<file path="src/verilog/pwm_timer_pkg.sv">
// ============================================================
// pwm_timer_pkg: constants and types of the three channel pwm timer
// ============================================================
// assumes: one system clock; registers reached over classic wishbone,
// byte address = 4 * register index, data in the low 8 bits.
package pwm_timer_pkg;

  // ==========================================================
  // geometry
  // ==========================================================
  localparam int NUM_CHANNELS = 3;
  localparam int COUNT_W = 8;
  localparam int PRESCALE_W = 12;
  localparam int ADR_W = 18;

  // ==========================================================
  // register indices (byte address is four times the index)
  // ==========================================================
  localparam logic [15:0] CH1_CONTROL_IDX = 16'hffc0;
  localparam logic [15:0] CH1_DUTY_IDX = 16'hffc1;
  localparam logic [15:0] CH1_COUNT_IDX = 16'hffc2;
  localparam logic [15:0] CH2_CONTROL_IDX = 16'hffc4;
  localparam logic [15:0] CH2_DUTY_IDX = 16'hffc5;
  localparam logic [15:0] CH2_COUNT_IDX = 16'hffc6;
  localparam logic [15:0] CH3_CONTROL_IDX = 16'hffc8;
  localparam logic [15:0] CH3_DUTY_IDX = 16'hffc9;
  localparam logic [15:0] CH3_COUNT_IDX = 16'hffca;
  // channels sit on a stride of four indices, registers within
  localparam logic [1:0] REG_CONTROL = 2'h0;
  localparam logic [1:0] REG_DUTY = 2'h1;
  localparam logic [1:0] REG_COUNT = 2'h2;

  // ==========================================================
  // values after reset and counting figures
  // ==========================================================
  localparam logic [7:0] CONTROL_RESET = 8'h38;
  localparam logic [7:0] DUTY_RESET = 8'hff;
  localparam logic [7:0] COUNT_RESET = 8'h00;
  localparam logic [7:0] COUNT_TOP = 8'hf9;
  localparam logic [7:0] COUNT_ONE = 8'h01;
  localparam logic [7:0] DUTY_ZERO = 8'h00;
  localparam logic [7:0] DUTY_FULL = 8'hfa;
  localparam logic [2:0] RESERVED_ONES = 3'h7;

  // log2 of the divider for codes 0..7: /2 /8 /32 /128 /256 /1024 /2048 /4096
  localparam logic [7:0][3:0] DIV_LOG2 = {4'hc, 4'hb, 4'ha, 4'h8, 4'h7, 4'h5, 4'h3, 4'h1};

  // ==========================================================
  // types
  // ==========================================================
  typedef struct packed {
    logic run;
    logic polarity_select;
    logic [2:0] reserved;
    logic [2:0] divider_select;
  } channel_control_t;

  typedef struct packed {
    logic valid;
    logic [1:0] channel;
    logic [1:0] kind;
  } reg_decode_t;

endpackage

</file>
<file path="src/verilog/three_channel_pwm_timer.sv">
// ============================================================
// three_channel_pwm_timer: three pwm channels behind a wishbone slave
// ============================================================
// assumes: classic wishbone master on clk; standby is a level from logic on clk;
// the pad logic muxes each pin to its port function while its _oe is low.
//
// Notes on behaviour
// - three identical channels, own counter, own pin
// - running counter counts 00 to f9, repeats
// - counter zero on reset and standby
// - duty steps of 1/250, 0..250
// - output set when count steps 0 to 1
// - output cleared when count reaches duty
// - active duty zero holds output low
// - running duty writes apply after f9 wrap
// - stopped duty writes apply at once
// - duty read returns active value
// - duty all ones on reset and standby
// - control reset pattern on reset, standby
// - run bit gates output and counter
// - polarity bit inverts pin level
// - control bits 5..3 read ones, ignore writes
// - divider codes give /2 to /4096
// - active duty 250..255 holds output high
// - pin undriven while run bit clear
//
// The Wishbone slave port is this design's own decision.
`timescale 1ns/10ps

module three_channel_pwm_timer #(
  parameter int NCH = pwm_timer_pkg::NUM_CHANNELS
) (
  input wire logic clk,
  input wire logic arst_n,
  input wire logic standby,
  input wire logic cyc_i,
  input wire logic stb_i,
  input wire logic we_i,
  input wire logic [pwm_timer_pkg::ADR_W-1:0] adr_i,
  input wire logic [31:0] dat_i,
  input wire logic [3:0] sel_i,
  output logic [31:0] dat_o,
  output logic ack_o,
  output logic channel_one_pin,
  output logic channel_one_pin_oe,
  output logic channel_two_pin,
  output logic channel_two_pin_oe,
  output logic channel_three_pin,
  output logic channel_three_pin_oe
);

  // ==========================================================
  // helper functions
  // ==========================================================
  // maps a register index onto channel and register kind
  function automatic pwm_timer_pkg::reg_decode_t decode(input logic [15:0] idx);
    pwm_timer_pkg::reg_decode_t d;
    logic [15:0] rel;
    d = '0;
    rel = idx - pwm_timer_pkg::CH1_CONTROL_IDX;
    if (idx < pwm_timer_pkg::CH1_CONTROL_IDX) begin
      d.valid = 1'b0;
    end else if (rel[15:4] != 12'h000) begin
      d.valid = 1'b0;
    end else if (rel[3:2] >= 2'(NCH) || rel[1:0] == 2'h3) begin
      d.valid = 1'b0;
    end else begin
      d.valid = 1'b1;
      d.channel = rel[3:2];
      d.kind = rel[1:0];
    end
    return d;
  endfunction

  // one-cycle tick when the prescaler finishes a period of the chosen source
  function automatic logic source_tick(input logic [2:0] code,
                                       input logic [pwm_timer_pkg::PRESCALE_W-1:0] pre);
    logic [pwm_timer_pkg::PRESCALE_W-1:0] mask;
    mask = (pwm_timer_pkg::PRESCALE_W'(1) << pwm_timer_pkg::DIV_LOG2[code]) - pwm_timer_pkg::PRESCALE_W'(1);
    return (pre & mask) == mask;
  endfunction

  // ==========================================================
  // bus decode
  // ==========================================================
  pwm_timer_pkg::reg_decode_t dec;
  logic req;
  logic wr;
  logic [31:0] dat_q;
  logic [31:0] dat_d;
  logic ack_q;

  assign dec = decode(adr_i[pwm_timer_pkg::ADR_W-1:2]);
  assign req = cyc_i && stb_i && !ack_q;
  // writes land in the low byte only, at the edge where the master samples ack;
  // address and data are still held there, and a write is never applied
  // twice because ack is high for one cycle only
  assign wr = cyc_i && stb_i && ack_q && we_i && sel_i[0] && dec.valid;

  // ==========================================================
  // shared prescaler
  // ==========================================================
  logic [pwm_timer_pkg::PRESCALE_W-1:0] pre_q;

  // free-running divider feeding all eight sources
  always_ff @(posedge clk or negedge arst_n) begin
    if (!arst_n) begin
      pre_q <= '0;
    end else begin
      pre_q <= pre_q + pwm_timer_pkg::PRESCALE_W'(1);
    end
  end

  // ==========================================================
  // channels
  // ==========================================================
  pwm_timer_pkg::channel_control_t ctrl_q [NCH];
  logic [7:0] act_q [NCH];
  logic [7:0] buf_q [NCH];
  logic [7:0] cnt_q [NCH];
  logic [7:0] cnt_nxt [NCH];
  logic lvl_q [NCH];
  logic pin_q [NCH];
  logic oe_q [NCH];
  logic tick [NCH];
  logic wrap [NCH];

  // three identical channel slices
  for (genvar i = 0; i < NCH; i++) begin : g_ch
    logic sel_ch;
    logic wr_ctrl;
    logic wr_duty;
    logic wr_cnt;

    assign sel_ch = dec.channel == 2'(i);
    assign wr_ctrl = wr && sel_ch && dec.kind == pwm_timer_pkg::REG_CONTROL;
    assign wr_duty = wr && sel_ch && dec.kind == pwm_timer_pkg::REG_DUTY;
    assign wr_cnt = wr && sel_ch && dec.kind == pwm_timer_pkg::REG_COUNT;
    // divider code selects the source
    assign tick[i] = source_tick(ctrl_q[i].divider_select, pre_q);
    assign wrap[i] = ctrl_q[i].run && tick[i] && cnt_q[i] == pwm_timer_pkg::COUNT_TOP;
    assign cnt_nxt[i] = wrap[i] ? pwm_timer_pkg::COUNT_RESET : cnt_q[i] + 8'h01;

    // control register; reserved bits hold ones
    always_ff @(posedge clk or negedge arst_n) begin
      if (!arst_n) begin
        ctrl_q[i] <= pwm_timer_pkg::CONTROL_RESET;
      end else if (standby) begin
        ctrl_q[i] <= pwm_timer_pkg::CONTROL_RESET;
      end else if (wr_ctrl) begin
        ctrl_q[i] <= {dat_i[7:6], pwm_timer_pkg::RESERVED_ONES, dat_i[2:0]};
      end
    end

    // counter: stopped at zero, runs 00..f9 on ticks, test write wins
    always_ff @(posedge clk or negedge arst_n) begin
      if (!arst_n) begin
        cnt_q[i] <= pwm_timer_pkg::COUNT_RESET;
      end else if (standby || !ctrl_q[i].run) begin
        cnt_q[i] <= pwm_timer_pkg::COUNT_RESET;
      end else if (wr_cnt) begin
        cnt_q[i] <= dat_i[7:0];
      end else if (tick[i]) begin
        cnt_q[i] <= cnt_nxt[i];
      end
    end

    // duty buffer catches every write
    always_ff @(posedge clk or negedge arst_n) begin
      if (!arst_n) begin
        buf_q[i] <= pwm_timer_pkg::DUTY_RESET;
      end else if (standby) begin
        buf_q[i] <= pwm_timer_pkg::DUTY_RESET;
      end else if (wr_duty) begin
        buf_q[i] <= dat_i[7:0];
      end
    end

    // active duty: direct while stopped, from buffer at the wrap
    always_ff @(posedge clk or negedge arst_n) begin
      if (!arst_n) begin
        act_q[i] <= pwm_timer_pkg::DUTY_RESET;
      end else if (standby) begin
        act_q[i] <= pwm_timer_pkg::DUTY_RESET;
      end else if (!ctrl_q[i].run && wr_duty) begin
        act_q[i] <= dat_i[7:0];
      end else if (wrap[i]) begin
        act_q[i] <= buf_q[i];
      end
    end

    // logical output level
    always_ff @(posedge clk or negedge arst_n) begin
      if (!arst_n) begin
        lvl_q[i] <= 1'b0;
      end else if (standby || !ctrl_q[i].run) begin
        lvl_q[i] <= 1'b0;
      end else if (act_q[i] == pwm_timer_pkg::DUTY_ZERO) begin
        lvl_q[i] <= 1'b0;
      end else if (act_q[i] >= pwm_timer_pkg::DUTY_FULL) begin
        lvl_q[i] <= 1'b1;
      end else if (tick[i] && !wr_cnt && cnt_nxt[i] == act_q[i]) begin
        lvl_q[i] <= 1'b0;
      end else if (tick[i] && !wr_cnt && cnt_nxt[i] == pwm_timer_pkg::COUNT_ONE) begin
        lvl_q[i] <= 1'b1;
      end
    end

    // pin stage: polarity mapping and drive enable
    always_ff @(posedge clk or negedge arst_n) begin
      if (!arst_n) begin
        pin_q[i] <= 1'b0;
        oe_q[i] <= 1'b0;
      end else begin
        pin_q[i] <= lvl_q[i] ^ ctrl_q[i].polarity_select;
        oe_q[i] <= ctrl_q[i].run && !standby;
      end
    end

    // ----------------------------------------------------------
    // checks
    // ----------------------------------------------------------
    property p_wrap;
      @(posedge clk) disable iff (!arst_n)
      wrap[i] && !standby |=> cnt_q[i] == 8'h00;
    endproperty
    a_wrap: assert property (p_wrap) else $error("counter did not wrap to zero");

    property p_stop;
      @(posedge clk) disable iff (!arst_n)
      !ctrl_q[i].run |=> cnt_q[i] == 8'h00 && lvl_q[i] == 1'b0 && !oe_q[i];
    endproperty
    a_stop: assert property (p_stop) else $error("stopped channel still active");

    property p_zero_duty;
      @(posedge clk) disable iff (!arst_n)
      act_q[i] == 8'h00 && $stable(act_q[i]) |=> !lvl_q[i];
    endproperty
    a_zero_duty: assert property (p_zero_duty) else $error("zero duty drove output high");

    property p_full_duty;
      @(posedge clk) disable iff (!arst_n)
      ctrl_q[i].run && !standby && act_q[i] >= 8'hfa |=> lvl_q[i];
    endproperty
    a_full_duty: assert property (p_full_duty) else $error("full duty left output low");

    property p_swap;
      @(posedge clk) disable iff (!arst_n)
      wrap[i] && !standby |=> act_q[i] == $past(buf_q[i]);
    endproperty
    a_swap: assert property (p_swap) else $error("buffered duty not taken at wrap");

    property p_hold;
      @(posedge clk) disable iff (!arst_n)
      ctrl_q[i].run && !wrap[i] && !standby |=> $stable(act_q[i]);
    endproperty
    a_hold: assert property (p_hold) else $error("active duty changed mid period");

    property p_direct;
      @(posedge clk) disable iff (!arst_n)
      !ctrl_q[i].run && wr_duty && !standby |=> act_q[i] == $past(dat_i[7:0]);
    endproperty
    a_direct: assert property (p_direct) else $error("stopped duty write not immediate");

    property p_rise;
      @(posedge clk) disable iff (!arst_n)
      ctrl_q[i].run && tick[i] && cnt_q[i] == 8'h00 && !wr_cnt && !standby &&
        act_q[i] > 8'h01 && act_q[i] < 8'hfa |=> lvl_q[i];
    endproperty
    a_rise: assert property (p_rise) else $error("output not set at count one");

    property p_fall;
      @(posedge clk) disable iff (!arst_n)
      ctrl_q[i].run && tick[i] && !wr_cnt && !standby && act_q[i] != 8'h00 &&
        act_q[i] < 8'hfa && cnt_nxt[i] == act_q[i] |=> !lvl_q[i];
    endproperty
    a_fall: assert property (p_fall) else $error("output not cleared at duty");

    property p_polarity;
      @(posedge clk) disable iff (!arst_n)
      1'b1 |=> pin_q[i] == ($past(lvl_q[i]) ^ $past(ctrl_q[i].polarity_select));
    endproperty
    a_polarity: assert property (p_polarity) else $error("pin level ignores polarity");

    property p_standby;
      @(posedge clk) disable iff (!arst_n)
      standby |=> ctrl_q[i] == 8'h38 && act_q[i] == 8'hff && cnt_q[i] == 8'h00;
    endproperty
    a_standby: assert property (p_standby) else $error("standby did not initialise channel");

    property p_oe;
      @(posedge clk) disable iff (!arst_n)
      1'b1 |=> oe_q[i] == ($past(ctrl_q[i].run) && !$past(standby));
    endproperty
    a_oe: assert property (p_oe) else $error("drive enable does not follow run bit");

    property p_range;
      @(posedge clk) disable iff (!arst_n)
      ctrl_q[i].run |-> cnt_q[i] <= 8'hf9;
    endproperty
    a_range: assert property (p_range) else $error("counter left its range");

    property p_step;
      @(posedge clk) disable iff (!arst_n)
      ctrl_q[i].run && tick[i] && !wrap[i] && !wr_cnt && !standby |=>
        cnt_q[i] == $past(cnt_q[i]) + 8'h01;
    endproperty
    a_step: assert property (p_step) else $error("counter missed a source tick");

    property p_idle;
      @(posedge clk) disable iff (!arst_n)
      ctrl_q[i].run && !tick[i] && !wr_cnt && !standby |=> $stable(cnt_q[i]);
    endproperty
    a_idle: assert property (p_idle) else $error("counter moved without a source tick");
  end

  // ==========================================================
  // bus slave: one wait state, ack for one cycle
  // ==========================================================
  // read mux: duty shows the active value, control bits 5..3 read ones
  always_comb begin
    dat_d = 32'h0000_0000;
    if (req && !we_i && dec.valid) begin
      if (dec.kind == pwm_timer_pkg::REG_CONTROL) begin
        dat_d[7:0] = {ctrl_q[dec.channel].run, ctrl_q[dec.channel].polarity_select,
                      pwm_timer_pkg::RESERVED_ONES, ctrl_q[dec.channel].divider_select};
      end else if (dec.kind == pwm_timer_pkg::REG_DUTY) begin
        dat_d[7:0] = act_q[dec.channel];
      end else begin
        dat_d[7:0] = cnt_q[dec.channel];
      end
    end
  end

  // ack and read data registers; unmapped addresses ack and read zero
  always_ff @(posedge clk or negedge arst_n) begin
    if (!arst_n) begin
      ack_q <= 1'b0;
      dat_q <= 32'h0000_0000;
    end else begin
      ack_q <= req;
      dat_q <= dat_d;
    end
  end

  property p_ack_once;
    @(posedge clk) disable iff (!arst_n)
    ack_q |=> !ack_q;
  endproperty
  a_ack_once: assert property (p_ack_once) else $error("ack held for two cycles");

  property p_read_ctrl;
    @(posedge clk) disable iff (!arst_n)
    req && !we_i && dec.valid && dec.kind == pwm_timer_pkg::REG_CONTROL |=>
      dat_q[5:3] == 3'h7 && dat_q[31:8] == 24'h000000;
  endproperty
  a_read_ctrl: assert property (p_read_ctrl) else $error("control read lost its fixed ones");

  // ==========================================================
  // outputs
  // ==========================================================
  assign dat_o = dat_q;
  assign ack_o = ack_q;
  assign channel_one_pin = pin_q[0];
  assign channel_one_pin_oe = oe_q[0];
  assign channel_two_pin = pin_q[1];
  assign channel_two_pin_oe = oe_q[1];
  assign channel_three_pin = pin_q[2];
  assign channel_three_pin_oe = oe_q[2];

endmodule
</file>
<file path="config.mk">
export PLATFORM = sky130hd
export DESIGN_NAME = three_channel_pwm_timer
export DESIGN_NICKNAME = d
export VERILOG_FILES = /design/src/verilog/pwm_timer_pkg.sv /design/src/verilog/three_channel_pwm_timer.sv
export SDC_FILE = /design/constraint.sdc
export NUM_CORES = 1
export LEC_CHECK = 0
export BUFFER_PORTS_ARGS = -buffer_cell sky130_fd_sc_hd__clkbuf_2
export CORE_UTILIZATION = 45
export CTS_BUF_LIST = sky130_fd_sc_hd__clkbuf_8
export DETAILED_ROUTE_END_ITERATION = 8
export PLACE_DENSITY = 0.65
export SYNTH_ARGS = -nofsm -noshare
export SYNTH_HDL_FRONTEND = slang
export SYNTH_SLANG_ARGS = --single-unit
</file>
<file path="constraint.sdc">
create_clock -name clk -period 3.1 [get_ports clk]
set_input_delay 0 -clock clk [delete_from_list [all_inputs] [get_ports clk]]
set_output_delay 0 -clock clk [all_outputs]
set_load 0.05 [all_outputs]
</file>
# --- Word-level counts from Yosys, hierarchy flattened ---
# Memories as Yosys holds them, arrays and structs flattened.
# Cells that the tools add are included.
# Widths: inputs -> output; s select.
classes:
  add_sub_neg: 8
  n_lt_le_gt_ge: 9
  n_eq_ne: 17
  shift: 3
  mux: 69
  bitwise: 7
  reduce_logical: 75
ops:
  columns: ["op", "count"]
  rows:
  - ["$mux 8", 42]
  - ["$bmux 8 s2", 3]
  - ["$logic_and 1x1->1", 41]
  - ["$and 12x12->12", 3]
  - ["$eq 12x12->1", 3]
  - ["$shl 1x4->12 const A", 3]
  - ["$sub 12x2->12 const B", 3]
  - ["$add 8x1->8 const B", 3]
  - ["$eq 8x1->1 const B", 3]
  - ["$eq 8x8->1", 3]
  - ["$eq 8x8->1 const B", 3]
  - ["$ge 8x8->1 const B", 3]
  - ["$logic_not 8->1", 3]
  - ["$mux 4", 6]
  - ["$mux 1", 18]
  - ["$reduce_bool 3->1", 6]
  - ["$lt 16x16->1 const B", 1]
  - ["$sub 16x16->16 const B", 1]
  - ["$reduce_bool 5->1", 3]
  - ["$add 12x1->12 const B", 1]
  - ["$lt 3x4->1 const B", 3]
  - ["$reduce_bool 12->1", 1]
  - ["$reduce_bool 2->1", 6]
  - ["$logic_not 1->1", 9]
  - ["other kinds (8)", 17]
word_totals:
  register_bits: 126
  romBits: 96
  in_bits: 60
  output_inout_bits: 39
  mem_count: 3
memory_table:
  columns: ["memory", "words", "width", "rd", "rd_ports_with_merged_regs", "wr", "line", "source"]
  rows:
  - ["(name not given)", 8, 4, 1, 0, 0, "three_channel_pwm_timer.sv:79", "mask = (pwm_timer_pkg::PRESCALE_W'(1) << pwm_timer_pkg::DIV_LOG2[code]) - pwm_timer_pkg::PRESCALE_W'(1);"]
  - ["(name not given)", 8, 4, 1, 0, 0, "three_channel_pwm_timer.sv:79", null]
  - ["(name not given)", 8, 4, 1, 0, 0, "three_channel_pwm_timer.sv:79", null]

# --- Longest topological paths before layout ---
# Gate-level depths: netlist of the first run.
depth:
  ltp_word: 17
  mapped_depth: 12

# --- Least setup slack after synthesis of the first run ---
# Ideal clock, no wire load.
synth_path:
  path_kind: "register -> register"
  startpoint: "register ctrl_q[2] in the netlist's numbering"
  endpoint: "register cnt_q[4] in the netlist's numbering"
  setup_ns: 0.141
  arrival_ns: 2.439
  required_ns: 2.959
  path_slack_ns: 0.520
  stages_incl_launch_ff: 12
  n_path_buf: 2
  period_less_slack_ns: 2.580
  cell_sequence: "dfrtp_1 buf_2 or3_1 ha_1 o21a_1 o211a_1 nand2_1 a21oi_1 clkbuf_1 o21ai_0 a22oi_1 a211oi_1"
synth_between:
  elab_chain_cells: 12
  word_cells_on_any_way: 13
  classes_between: "1 x add/sub; 1 x eq/ne; 1 x shift; 5 x mux; 1 x bitwise; 3 x reduce/logical; 1 x memory"
synth_lines:
  columns: ["element", "line", "source"]
  rows:
  - ["from (decl)", "three_channel_pwm_timer.sv:117", "pwm_timer_pkg::channel_control_t ctrl_q [NCH];"]
  - ["from (signal, indexed assignment)", "three_channel_pwm_timer.sv:147", "ctrl_q[i] <= pwm_timer_pkg::CONTROL_RESET;"]
  - ["from (signal, indexed assignment)", "three_channel_pwm_timer.sv:149", "ctrl_q[i] <= pwm_timer_pkg::CONTROL_RESET;"]
  - ["from (signal, indexed assignment)", "three_channel_pwm_timer.sv:151", "ctrl_q[i] <= {dat_i[7:6], pwm_timer_pkg::RESERVED_ONES, dat_i[2:0]};"]
  - ["$mem_v2 8x4 *", null, null]
  - ["$mux 4 (not written as such) *", "three_channel_pwm_timer.sv:79", null]
  - ["$shl 1x4->12 *", "three_channel_pwm_timer.sv:79", null]
  - ["$sub 12x2->12 *", "three_channel_pwm_timer.sv:79", null]
  - ["$and 12x12->12", "three_channel_pwm_timer.sv:80", "return (pre & mask) == mask;"]
  - ["$eq 12x12->1 *", "three_channel_pwm_timer.sv:80", null]
  - ["$logic_and 1x1->1 (2 in a row)", "three_channel_pwm_timer.sv:141", "assign wrap[i] = ctrl_q[i].run && tick[i] && cnt_q[i] == pwm_timer_pkg::COUNT_TOP;"]
  - ["$mux 8", "three_channel_pwm_timer.sv:142", "assign cnt_nxt[i] = wrap[i] ? pwm_timer_pkg::COUNT_RESET : cnt_q[i] + 8'h01;"]
  - ["$mux 8", "three_channel_pwm_timer.sv:163", "end else if (tick[i]) begin"]
  - ["$mux 8", "three_channel_pwm_timer.sv:161", "end else if (wr_cnt) begin"]
  - ["$mux 8", "three_channel_pwm_timer.sv:159", "end else if (standby || !ctrl_q[i].run) begin"]
  - ["to (signal, indexed assignment)", "three_channel_pwm_timer.sv:160", "cnt_q[i] <= pwm_timer_pkg::COUNT_RESET;"]
  - ["to (signal, indexed assignment)", "three_channel_pwm_timer.sv:162", "cnt_q[i] <= dat_i[7:0];"]
  - ["to (signal, indexed assignment)", "three_channel_pwm_timer.sv:164", "cnt_q[i] <= cnt_nxt[i];"]
  - ["to (decl)", "three_channel_pwm_timer.sv:120", "logic [7:0] cnt_q [NCH];"]
# Every way passes the cells marked *; elsewhere a longest branch is shown, timed or not. The select of a mux whose other input is x is not followed.
# A chain may end at the register's enable or synchronous reset.

# --- Worst setup path after layout of the first run ---
layout_path:
  startpoint: "register ctrl_q[16] in the netlist's numbering"
  endpoint: "register cnt_q[18] in the netlist's numbering"
# The elaborated chain is that of the path after synthesis.

==> Flow_metrics.wiki, run 1 <==
{| class="wikitable"
! Metric !! Value
|-
| Run status || finished with violations
|-
| Violated checks || DRC
|-
| Data arrival time of the critical path || approximately 3200 ps
|-
| Endpoint type of the worst setup path || flip-flop
|-
| Synth Instances || 931
|-
| ANT cells || 0
|-
| Fraction of the cycle the final worst path needs || around nine tenths
|-
| Number of cells traversed by the worst register-to-register path || 8
|-
| Routing usage on met3 || 4.805%
|-
| Count of standard-cell rows || 48
|-
| Maximum cell stage delay along the critical path || 520 ps
|-
| Setup Skew || 11.52 ps
|-
| Avg Cell Area, Syn || 8.511 µm²
|-
| Vias per std cell || 5.840
|-
| Drt initial violations || between 600 and 700
|-
| Max Fclk || 0.3534 GHz
|-
| Number of iterations in the first detailed-routing pass || 7
|-
| Standard cell core area || 17240 µm²
|-
| Number of enable flip-flop cells after synthesis || 0
|-
| Register area share after synthesis || 37.71%
|-
| Worst-case clock buffer depth || 2
|-
| Final critical-path required period || ~2800 ps
|-
| Max Cap Violations || 0
|-
| Die height || 134.7 µm
|-
| Maximum number of pins on one net before global-route repair || 62
|-
| Clock tree from TritonCTS || done
|-
| Count of buffers inserted at the top-level ports || between 40 and 50
|-
| Synthesis warning total || 0
|-
| Final ANT Viol Nets || 0
|-
| Total grt overflow || 0
|-
| I/O pin count || 99
|-
| Post-synthesis cell area || 7924 µm²
|-
| Number of nets at the end of the flow || 1037
|-
| Starting density of the core || a little under half
|-
| Worst hold path depth || 5
|-
| Leakage || 3.772 nW
|-
| Number of buffer and inverter stages on the critical path || 1
|-
| Final slew viol count || 0
|-
| Clock insertion delay at the later pin of the skew report || 460 ps
|-
| Sum of negative setup slack || 0 ps
|-
| Leading cell type in the layout, fill and taps excluded || sky130_fd_sc_hd__nand2_1
|-
| Die X || 134.7 µm
|-
| Global routing usage on met2 || about two fifths
|-
| Number of synthesized register bits || 117
|-
| Cell Area, Placed || between 8000 and 9000 µm²
|-
| Initial antenna violation count || 0
|-
| Post-detail-place hpwl || 15890 µm
|-
| Min-Delay Path Class || input pin to flip-flop
|-
| Clock slew at reported path FFs || 80 ps
|-
| Number of global-route vias before repair || ~6600
|-
| Root Driver || sky130_fd_sc_hd__clkbuf_8
|-
| Layout cell share with drive strength beyond 1 || 18.38%
|-
| Total number of vias || 7002
|-
| Slew headroom || between 40% and 50%
|-
| Final hold violation count || 0
|-
| Overall fraction of global-route tracks in use || approximately a quarter
|-
| Power per cell area || 359.3 nW/µm²
|-
| Setup-violating endpoint count in the final report || 0
|-
| Cells along the critical path || inv_1, ha_1, nor3b_1, xor2_1, a2111oi_2, o211ai_1, or4_1, a311oi_1
|-
| Netlist cell types || between 70 and 80
|-
| Total power after layout || 3.124 mW
|-
| DRC violation count after routing || 1
|-
| Depth of the CTS H-tree || 4
|-
| Met1 global-route usage || 36.57%
|-
| Global-route wire length before repair || 36470 µm
|-
| Crit path max-delay family || compound AO/OA/AOI/OAI gates
|-
| VDD IR max || 0.0003451 V
|-
| Routed wire length || 22390 µm
|-
| Setup CP Type || flip-flop to flip-flop
|-
| Data required time of the worst path || around 3500 ps
|-
| Number of gates on the worst path with buffers counted || 8
|-
| Area growth from synthesis to final layout || 9.727%
|-
| Setup repair after global routing missed its margin || no
|-
| Max stage delay cell, worst path || sky130_fd_sc_hd__or4_1
|-
| GRT Max-Usage Layer || met2
|-
| Number of clock buffers inserted by TritonCTS || 17
|-
| Commonest cells after routing, fill and taps aside || sky130_fd_sc_hd__nand2_1 (97), sky130_fd_sc_hd__nor2_1 (96), sky130_fd_sc_hd__dfrtp_1 (68)
|-
| Final standard cell area without fillers || 8695 µm²
|-
| Routability congestion estimate from global placement || 0.9547
|-
| Measured slew at the worst slew-check pin || 794.3 ps
|-
| Average routed wire per standard cell || 18.68 µm
|-
| Final standard cell utilization of the core || between 50% and 60%
|-
| Async SR Flop Fraction || 100.0%
|-
| Sort of element at the start of the critical path || flip-flop
|-
| Worst slack on hold paths || 48.75 ps
|-
| Clock Sink Count || about 120
|-
| CP max FO || 7
|-
| Area of the die || 18140 µm²
|-
| Synth Flop Type || sky130_fd_sc_hd__dfrtp_1
|}
## Yosys cell counts, types with 13 or more instances
cell | n | area (µm²)
sky130_fd_sc_hd__nand3_1 | 31 | 155.2
sky130_fd_sc_hd__dfstp_2 | 48 | 1261
sky130_fd_sc_hd__xnor2_1 | 25 | 219.0
sky130_fd_sc_hd__buf_2 | 22 | 110.1
sky130_fd_sc_hd__ha_1 | 16 | 200.2
sky130_fd_sc_hd__a211oi_1 | 23 | 172.7
sky130_fd_sc_hd__buf_4 | 26 | 195.2
sky130_fd_sc_hd__o21ai_0 | 34 | 170.2
sky130_fd_sc_hd__xor2_1 | 18 | 157.7
sky130_fd_sc_hd__a21oi_1 | 55 | 275.3
sky130_fd_sc_hd__mux2i_1 | 27 | 270.3
sky130_fd_sc_hd__nor2b_1 | 18 | 112.6
sky130_fd_sc_hd__nor3_1 | 22 | 110.1
sky130_fd_sc_hd__clkbuf_1 | 38 | 142.6
sky130_fd_sc_hd__nand2_1 | 97 | 364.1
sky130_fd_sc_hd__or2_2 | 13 | 81.33
sky130_fd_sc_hd__dfrtp_1 | 69 | 1727
sky130_fd_sc_hd__nor2_1 | 96 | 360.4
sky130_fd_sc_hd__nand3b_1 | 25 | 187.7
sky130_fd_sc_hd__inv_1 | 34 | 127.6
sky130_fd_sc_hd__a22oi_1 | 13 | 97.59
## power by group
group	internal, mW	switching (mW)
registers	1.53	0.000550
clock network	0.658	0.698
logic	0.0505	0.187
## worst min-delay path: stages
cell	delay (ps)
sky130_fd_sc_hd__clkbuf_2	80
sky130_fd_sc_hd__nand3_1	130
sky130_fd_sc_hd__nor3_1	100
sky130_fd_sc_hd__nand3_1	90
sky130_fd_sc_hd__a21oi_1	60
## repair_timing
item	4_1_cts	5_1_grt
gates resized for setup	0	2
buffers inserted	0	1
setup endpoints to repair	0	5
hold buffers	7	0
hold endpoints to repair	39	0
## sequential cells by signal (all words and copies together), names as in the netlist
register	count
act_q	24
buf_q	24
cnt_q	24
ctrl_q	15
pre_q	12
dat_o	8
lvl_q	3
ack_o	1
channel_one_pin	1
channel_one_pin_oe	1
channel_three_pin	1
channel_three_pin_oe	1
channel_two_pin	1
channel_two_pin_oe	1
## final cells by class
| class | instances | area [µm²] |
|---|---|---|
| sequential | 117 | 2989 |
| clock inverter | 14 | 125.1 |
| tap | 225 | 281.5 |
| multi-input combinational | 714 | 4425 |
| timing repair buffer | 77 | 498.0 |
| fill | 1650 | 8542 |
| clock buffer | 18 | 247.7 |
| inverter | 34 | 127.6 |
## through the flow
stage                     cells  worst slack [ps]
final                      1199             270.0
after global routing       1199             27.26
after global placement     1159             366.1
after detailed placement   1159             290.5
after floorplan             956             520.2
after CTS                  1198             201.0
## cell families (layout without fill, tap and decap cells)
group	Yosys count	after routing	share of synthesized area, %
and+or+nand+nor	371	371	23.69
buffers and inverters	125	143	7.706
adders and majority gates	16	16	2.526
other	2	27	0.09478
xor gates and xnor gates	43	43	4.753
DFF	117	117	37.71
muxes	29	29	3.695
AOI/OAI and AO/OA	228	228	19.83
## per-layer routing
layer | share of wire (%) | wire, µm
met5 | 0 | 0
met4 | 3.4 | 766
met3 | 6.2 | 1389
met2 | 45 | 9977
met1 | 46 | 10260
## final timing paths
kind / start / endpoint / slack, ps
setup / recovery: ctrl_q[16]$_DFFE_PN0P_ / cnt_q[18]$_DFFE_PN0P_ / 270
hold / removal: sel_i[0] / ctrl_q[15]$_DFFE_PN0P_ / 50
setup reg to reg: ctrl_q[16]$_DFFE_PN0P_ / cnt_q[18]$_DFFE_PN0P_ / 270
hold reg to reg: lvl_q[2]$_DFFE_PN0P_ / channel_one_pin$_DFF_PN0_ / 470
max in group asynchronous: arst_n / ctrl_q[17]$_DFFE_PN0P_ / 2090
min in group asynchronous: arst_n / channel_one_pin$_DFF_PN0_ / 160
(Power assumes the default switching activity.)
==> run 2: changes to the inputs <==
--- a/config.mk
+++ b/config.mk
@@ -6,10 +6,12 @@
 export NUM_CORES = 1
 export LEC_CHECK = 0
 export BUFFER_PORTS_ARGS = -buffer_cell sky130_fd_sc_hd__clkbuf_2
+export CELL_PAD_IN_SITES_DETAIL_PLACEMENT = 0
+export CELL_PAD_IN_SITES_GLOBAL_PLACEMENT = 1
 export CORE_UTILIZATION = 45
 export CTS_BUF_LIST = sky130_fd_sc_hd__clkbuf_8
 export DETAILED_ROUTE_END_ITERATION = 8
-export PLACE_DENSITY = 0.65
+export PLACE_DENSITY = 0.83
 export SYNTH_ARGS = -nofsm -noshare
 export SYNTH_HDL_FRONTEND = slang
 export SYNTH_SLANG_ARGS = --single-unit
==> run 2 against run 1 <==
- the flow still finishes with violations (DRC)
- sequential power barely moved
- flip-flop and latch count did not move
- non-clock buffer count rose by 7
- die area did not move
- highest routed layer unchanged
- largest cell class unchanged
- wire length rose by 1.4%
- register-to-register slack barely moved
- global-route usage fell by 0.48 points
- sequential share of layout area fell by 0.17 points
- core utilization rose by 0.22 points
- largest power group unchanged
==> Flow_metrics.wiki, run 2 (synthesis gave the netlist of run 1 again) <==
{| class="wikitable"
! Metric !! Value
|-
| Run status || finished with violations
|-
| Violated checks || DRC
|-
| Clock insertion delay at the later pin of the skew report || 470 ps
|-
| Data required time of the worst path || 3470 ps
|-
| Proportion of power drawn by flip-flops and latches || 50.6%
|-
| Fin cells || 1206
|-
| Die height || 134.7 µm
|-
| CP max FO || 24
|-
| Leading cell type in the layout, fill and taps excluded || sky130_fd_sc_hd__nand2_1
|-
| Power per cell area || 346.8 nW/µm²
|-
| Measured slew at the worst slew-check pin || 993.7 ps
|-
| I/O pin count || 99
|-
| Count of buffers inserted at the top-level ports || 45
|-
| Average routed wire per standard cell || 18.83 µm
|-
| Worst slack on hold paths || 20.83 ps
|-
| Area growth from synthesis to final layout || 10.22%
|-
| Placed insts || 1164
|-
| Maximum number of pins on one net before global-route repair || 71
|-
| Slack of the worst reg-to-reg path || 260 ps
|-
| Number of global-route vias before repair || ~6400
|-
| Area of the die || 18140 µm²
|-
| Sum of negative setup slack || 0 ps
|-
| Clock tree from TritonCTS || done
|-
| Routed wire length || around 23000 µm
|-
| Psw || slightly above 0.8 mW
|-
| Maximum cell stage delay along the critical path || 580 ps
|-
| Setup CP Type || flip-flop to flip-flop
|-
| Post-detail-place hpwl || 15960 µm
|-
| Setup-violating endpoint count in the final report || 0
|-
| Final hold violation count || 0
|-
| Die X || between 100 and 150 µm
|-
| Layout cell share with drive strength beyond 1 || between 10% and 20%
|-
| Setup Skew || 13.87 ps
|-
| Count of standard-cell rows || 48
|-
| Min-Delay Path Class || input pin to flip-flop
|-
| Start point of the critical path || ctrl_q[1]$_DFFE_PN0P_
|-
| Total grt overflow || 0
|-
| Post-CTS resize count || 0
|-
| VDD IR max || 0.0002665 V
|-
| Slew headroom || 33.31%
|-
| Max stage delay cell, worst path || sky130_fd_sc_hd__dfrtp_1
|-
| Flip-flop and latch area || 2988 µm²
|-
| Max Fclk || between 0.3 and 0.4 GHz
|-
| Depth of the CTS H-tree || 4
|-
| Number of nets at the end of the flow || 1044
|-
| Starting density of the core || 45.97%
|-
| Critical path capture point || lvl_q[0]$_DFFE_PN0P_
|-
| Endpoint type of the worst setup path || flip-flop
|-
| Root Driver || sky130_fd_sc_hd__clkbuf_8
|-
| Total power after layout || 3.029 mW
|-
| Final critical-path required period || 2840 ps
|-
| Max Cap Violations || 0
|-
| Combinational fraction of design power || about 8.0%
|-
| Initial antenna violation count || 0
|-
| Clock group share of total power || 41.5%
|-
| Routability congestion estimate from global placement || 0.9468
|-
| Internal power contribution || 2.221 mW
|-
| Cells along the critical path || ha_1, nor3b_1, xnor2_1, o2111ai_1, a21oi_2, buf_12, o21ai_0, a311o_1, a41oi_1
|-
| Switching power share of the total || 26.68%
|-
| Data arrival time of the critical path || 3210 ps
|-
| Sort of element at the start of the critical path || flip-flop
|-
| Critical R2R Capture || lvl_q[0]$_DFFE_PN0P_
|-
| Worst-case clock buffer depth || 2
|-
| Setup repair after global routing missed its margin || no
|-
| Global-route wire length before repair || 35550 µm
|-
| ANT cells || 0
|-
| Final ANT Viol Nets || 0
|-
| Drt initial violations || 604
|-
| Final slew viol count || 0
|-
| Commonest cells after routing, fill and taps aside || sky130_fd_sc_hd__nand2_1 (97), sky130_fd_sc_hd__nor2_1 (96), sky130_fd_sc_hd__dfrtp_1 (69)
|-
| Clock Sink Count || 117
|-
| Total number of vias || 6979
|-
| Vias per std cell || approximately 5.8
|-
| Clock slew at reported path FFs || 70 ps
|-
| Standard cell core area || around 17000 µm²
|-
| Leakage || 3.826 nW
|-
| Number of cells traversed by the worst register-to-register path || 9
|-
| DRC violation count after routing || 1
|-
| Overall fraction of global-route tracks in use || 25.84%
|-
| Area of combinational cells with multiple inputs || 4419 µm²
|-
| Number of clock buffers inserted by TritonCTS || 17
|-
| Final standard cell utilization of the core || 50.67%
|-
| Number of iterations in the first detailed-routing pass || 7
|-
| Reg-to-reg critical path startpoint || ctrl_q[1]$_DFFE_PN0P_
|-
| Top flop regs || act_q x24, buf_q x24, cnt_q x24
|-
| Fraction of the cycle the final worst path needs || roughly 92%
|-
| Fill cell total of the finished layout || about 1700
|}
[run 2: layout make-up]
cell class | count | share of cell area [%]
repair buffers | 84 | 6.533
clock inverters | 10 | 0.5014
flip-flops and latches | 117 | 34.21
multi-input cells | 714 | 50.60
inverters | 34 | 1.461
well taps | 225 | 3.223
clock buffers | 22 | 3.467
[run 2: worst min-delay path by stage]
stage	startpoint	end	depth (start not counted)
CTS	we_i	ctrl_q[15]$_DFFE_PN0P_	5
detailed placement	arst_n	pre_q[8]$_DFF_PN0_	1
finish	we_i	ctrl_q[15]$_DFFE_PN0P_	5
floorplan	arst_n	ack_o$_DFF_PN0_	0
global route	we_i	ctrl_q[7]$_DFFE_PN0P_	5
global placement	arst_n	pre_q[9]$_DFF_PN0_	1
[run 2: critical path: cells and delay by family, from the launching register on]
family | cells | cell delay, ps
xor gates and xnor gates | 1 | 150
buffers and inverters | 1 | 200
AOI/OAI and AO/OA | 5 | 1230
and+or+nand+nor | 1 | 260
adders and majority gates | 1 | 330
DFF | 1 | 580
[run 2: stage by stage]
step | area [µm²] | setup WS, ps
final | 8733 | 260.0
after CTS | 8733 | 283.0
after global routing | 8733 | 92.76
after global placement | 8287 | 356.0
after floorplan | 8018 | 520.2
after detailed placement | 8287 | 312.1
[run 2: power by group through the flow]
stage	Sequential (mW)	Clock, mW	Combinational, mW
floorplan	1.56	0	0.158
global placement	1.56	0	0.231
detailed placement	1.56	0	0.231
CTS	1.53	1.28	0.241
global route	1.53	1.35	0.258
finish	1.53	1.26	0.242
[run 2: layer usage]
| metal | GRT usage [%] | routed length, µm | vias up | part of all wire, % |
|---|---|---|---|---|
| li1 | - | - | 3332 | - |
| met1 | 35.89 | 10360 | 3361 | 46 |
| met2 | 39.69 | 10370 | 253 | 46 |
| met3 | 5.405 | 1506 | 33 | 6.6 |
| met4 | 9.301 | 482 | 0 | 2.1 |
| met5 | 0 | 0 | - | 0 |
[run 2: what timing repair did]
action,4_1_cts,5_1_grt
endpoints found under the hold margin,59,0
hold buffers,10,0
buffers inserted,0,0
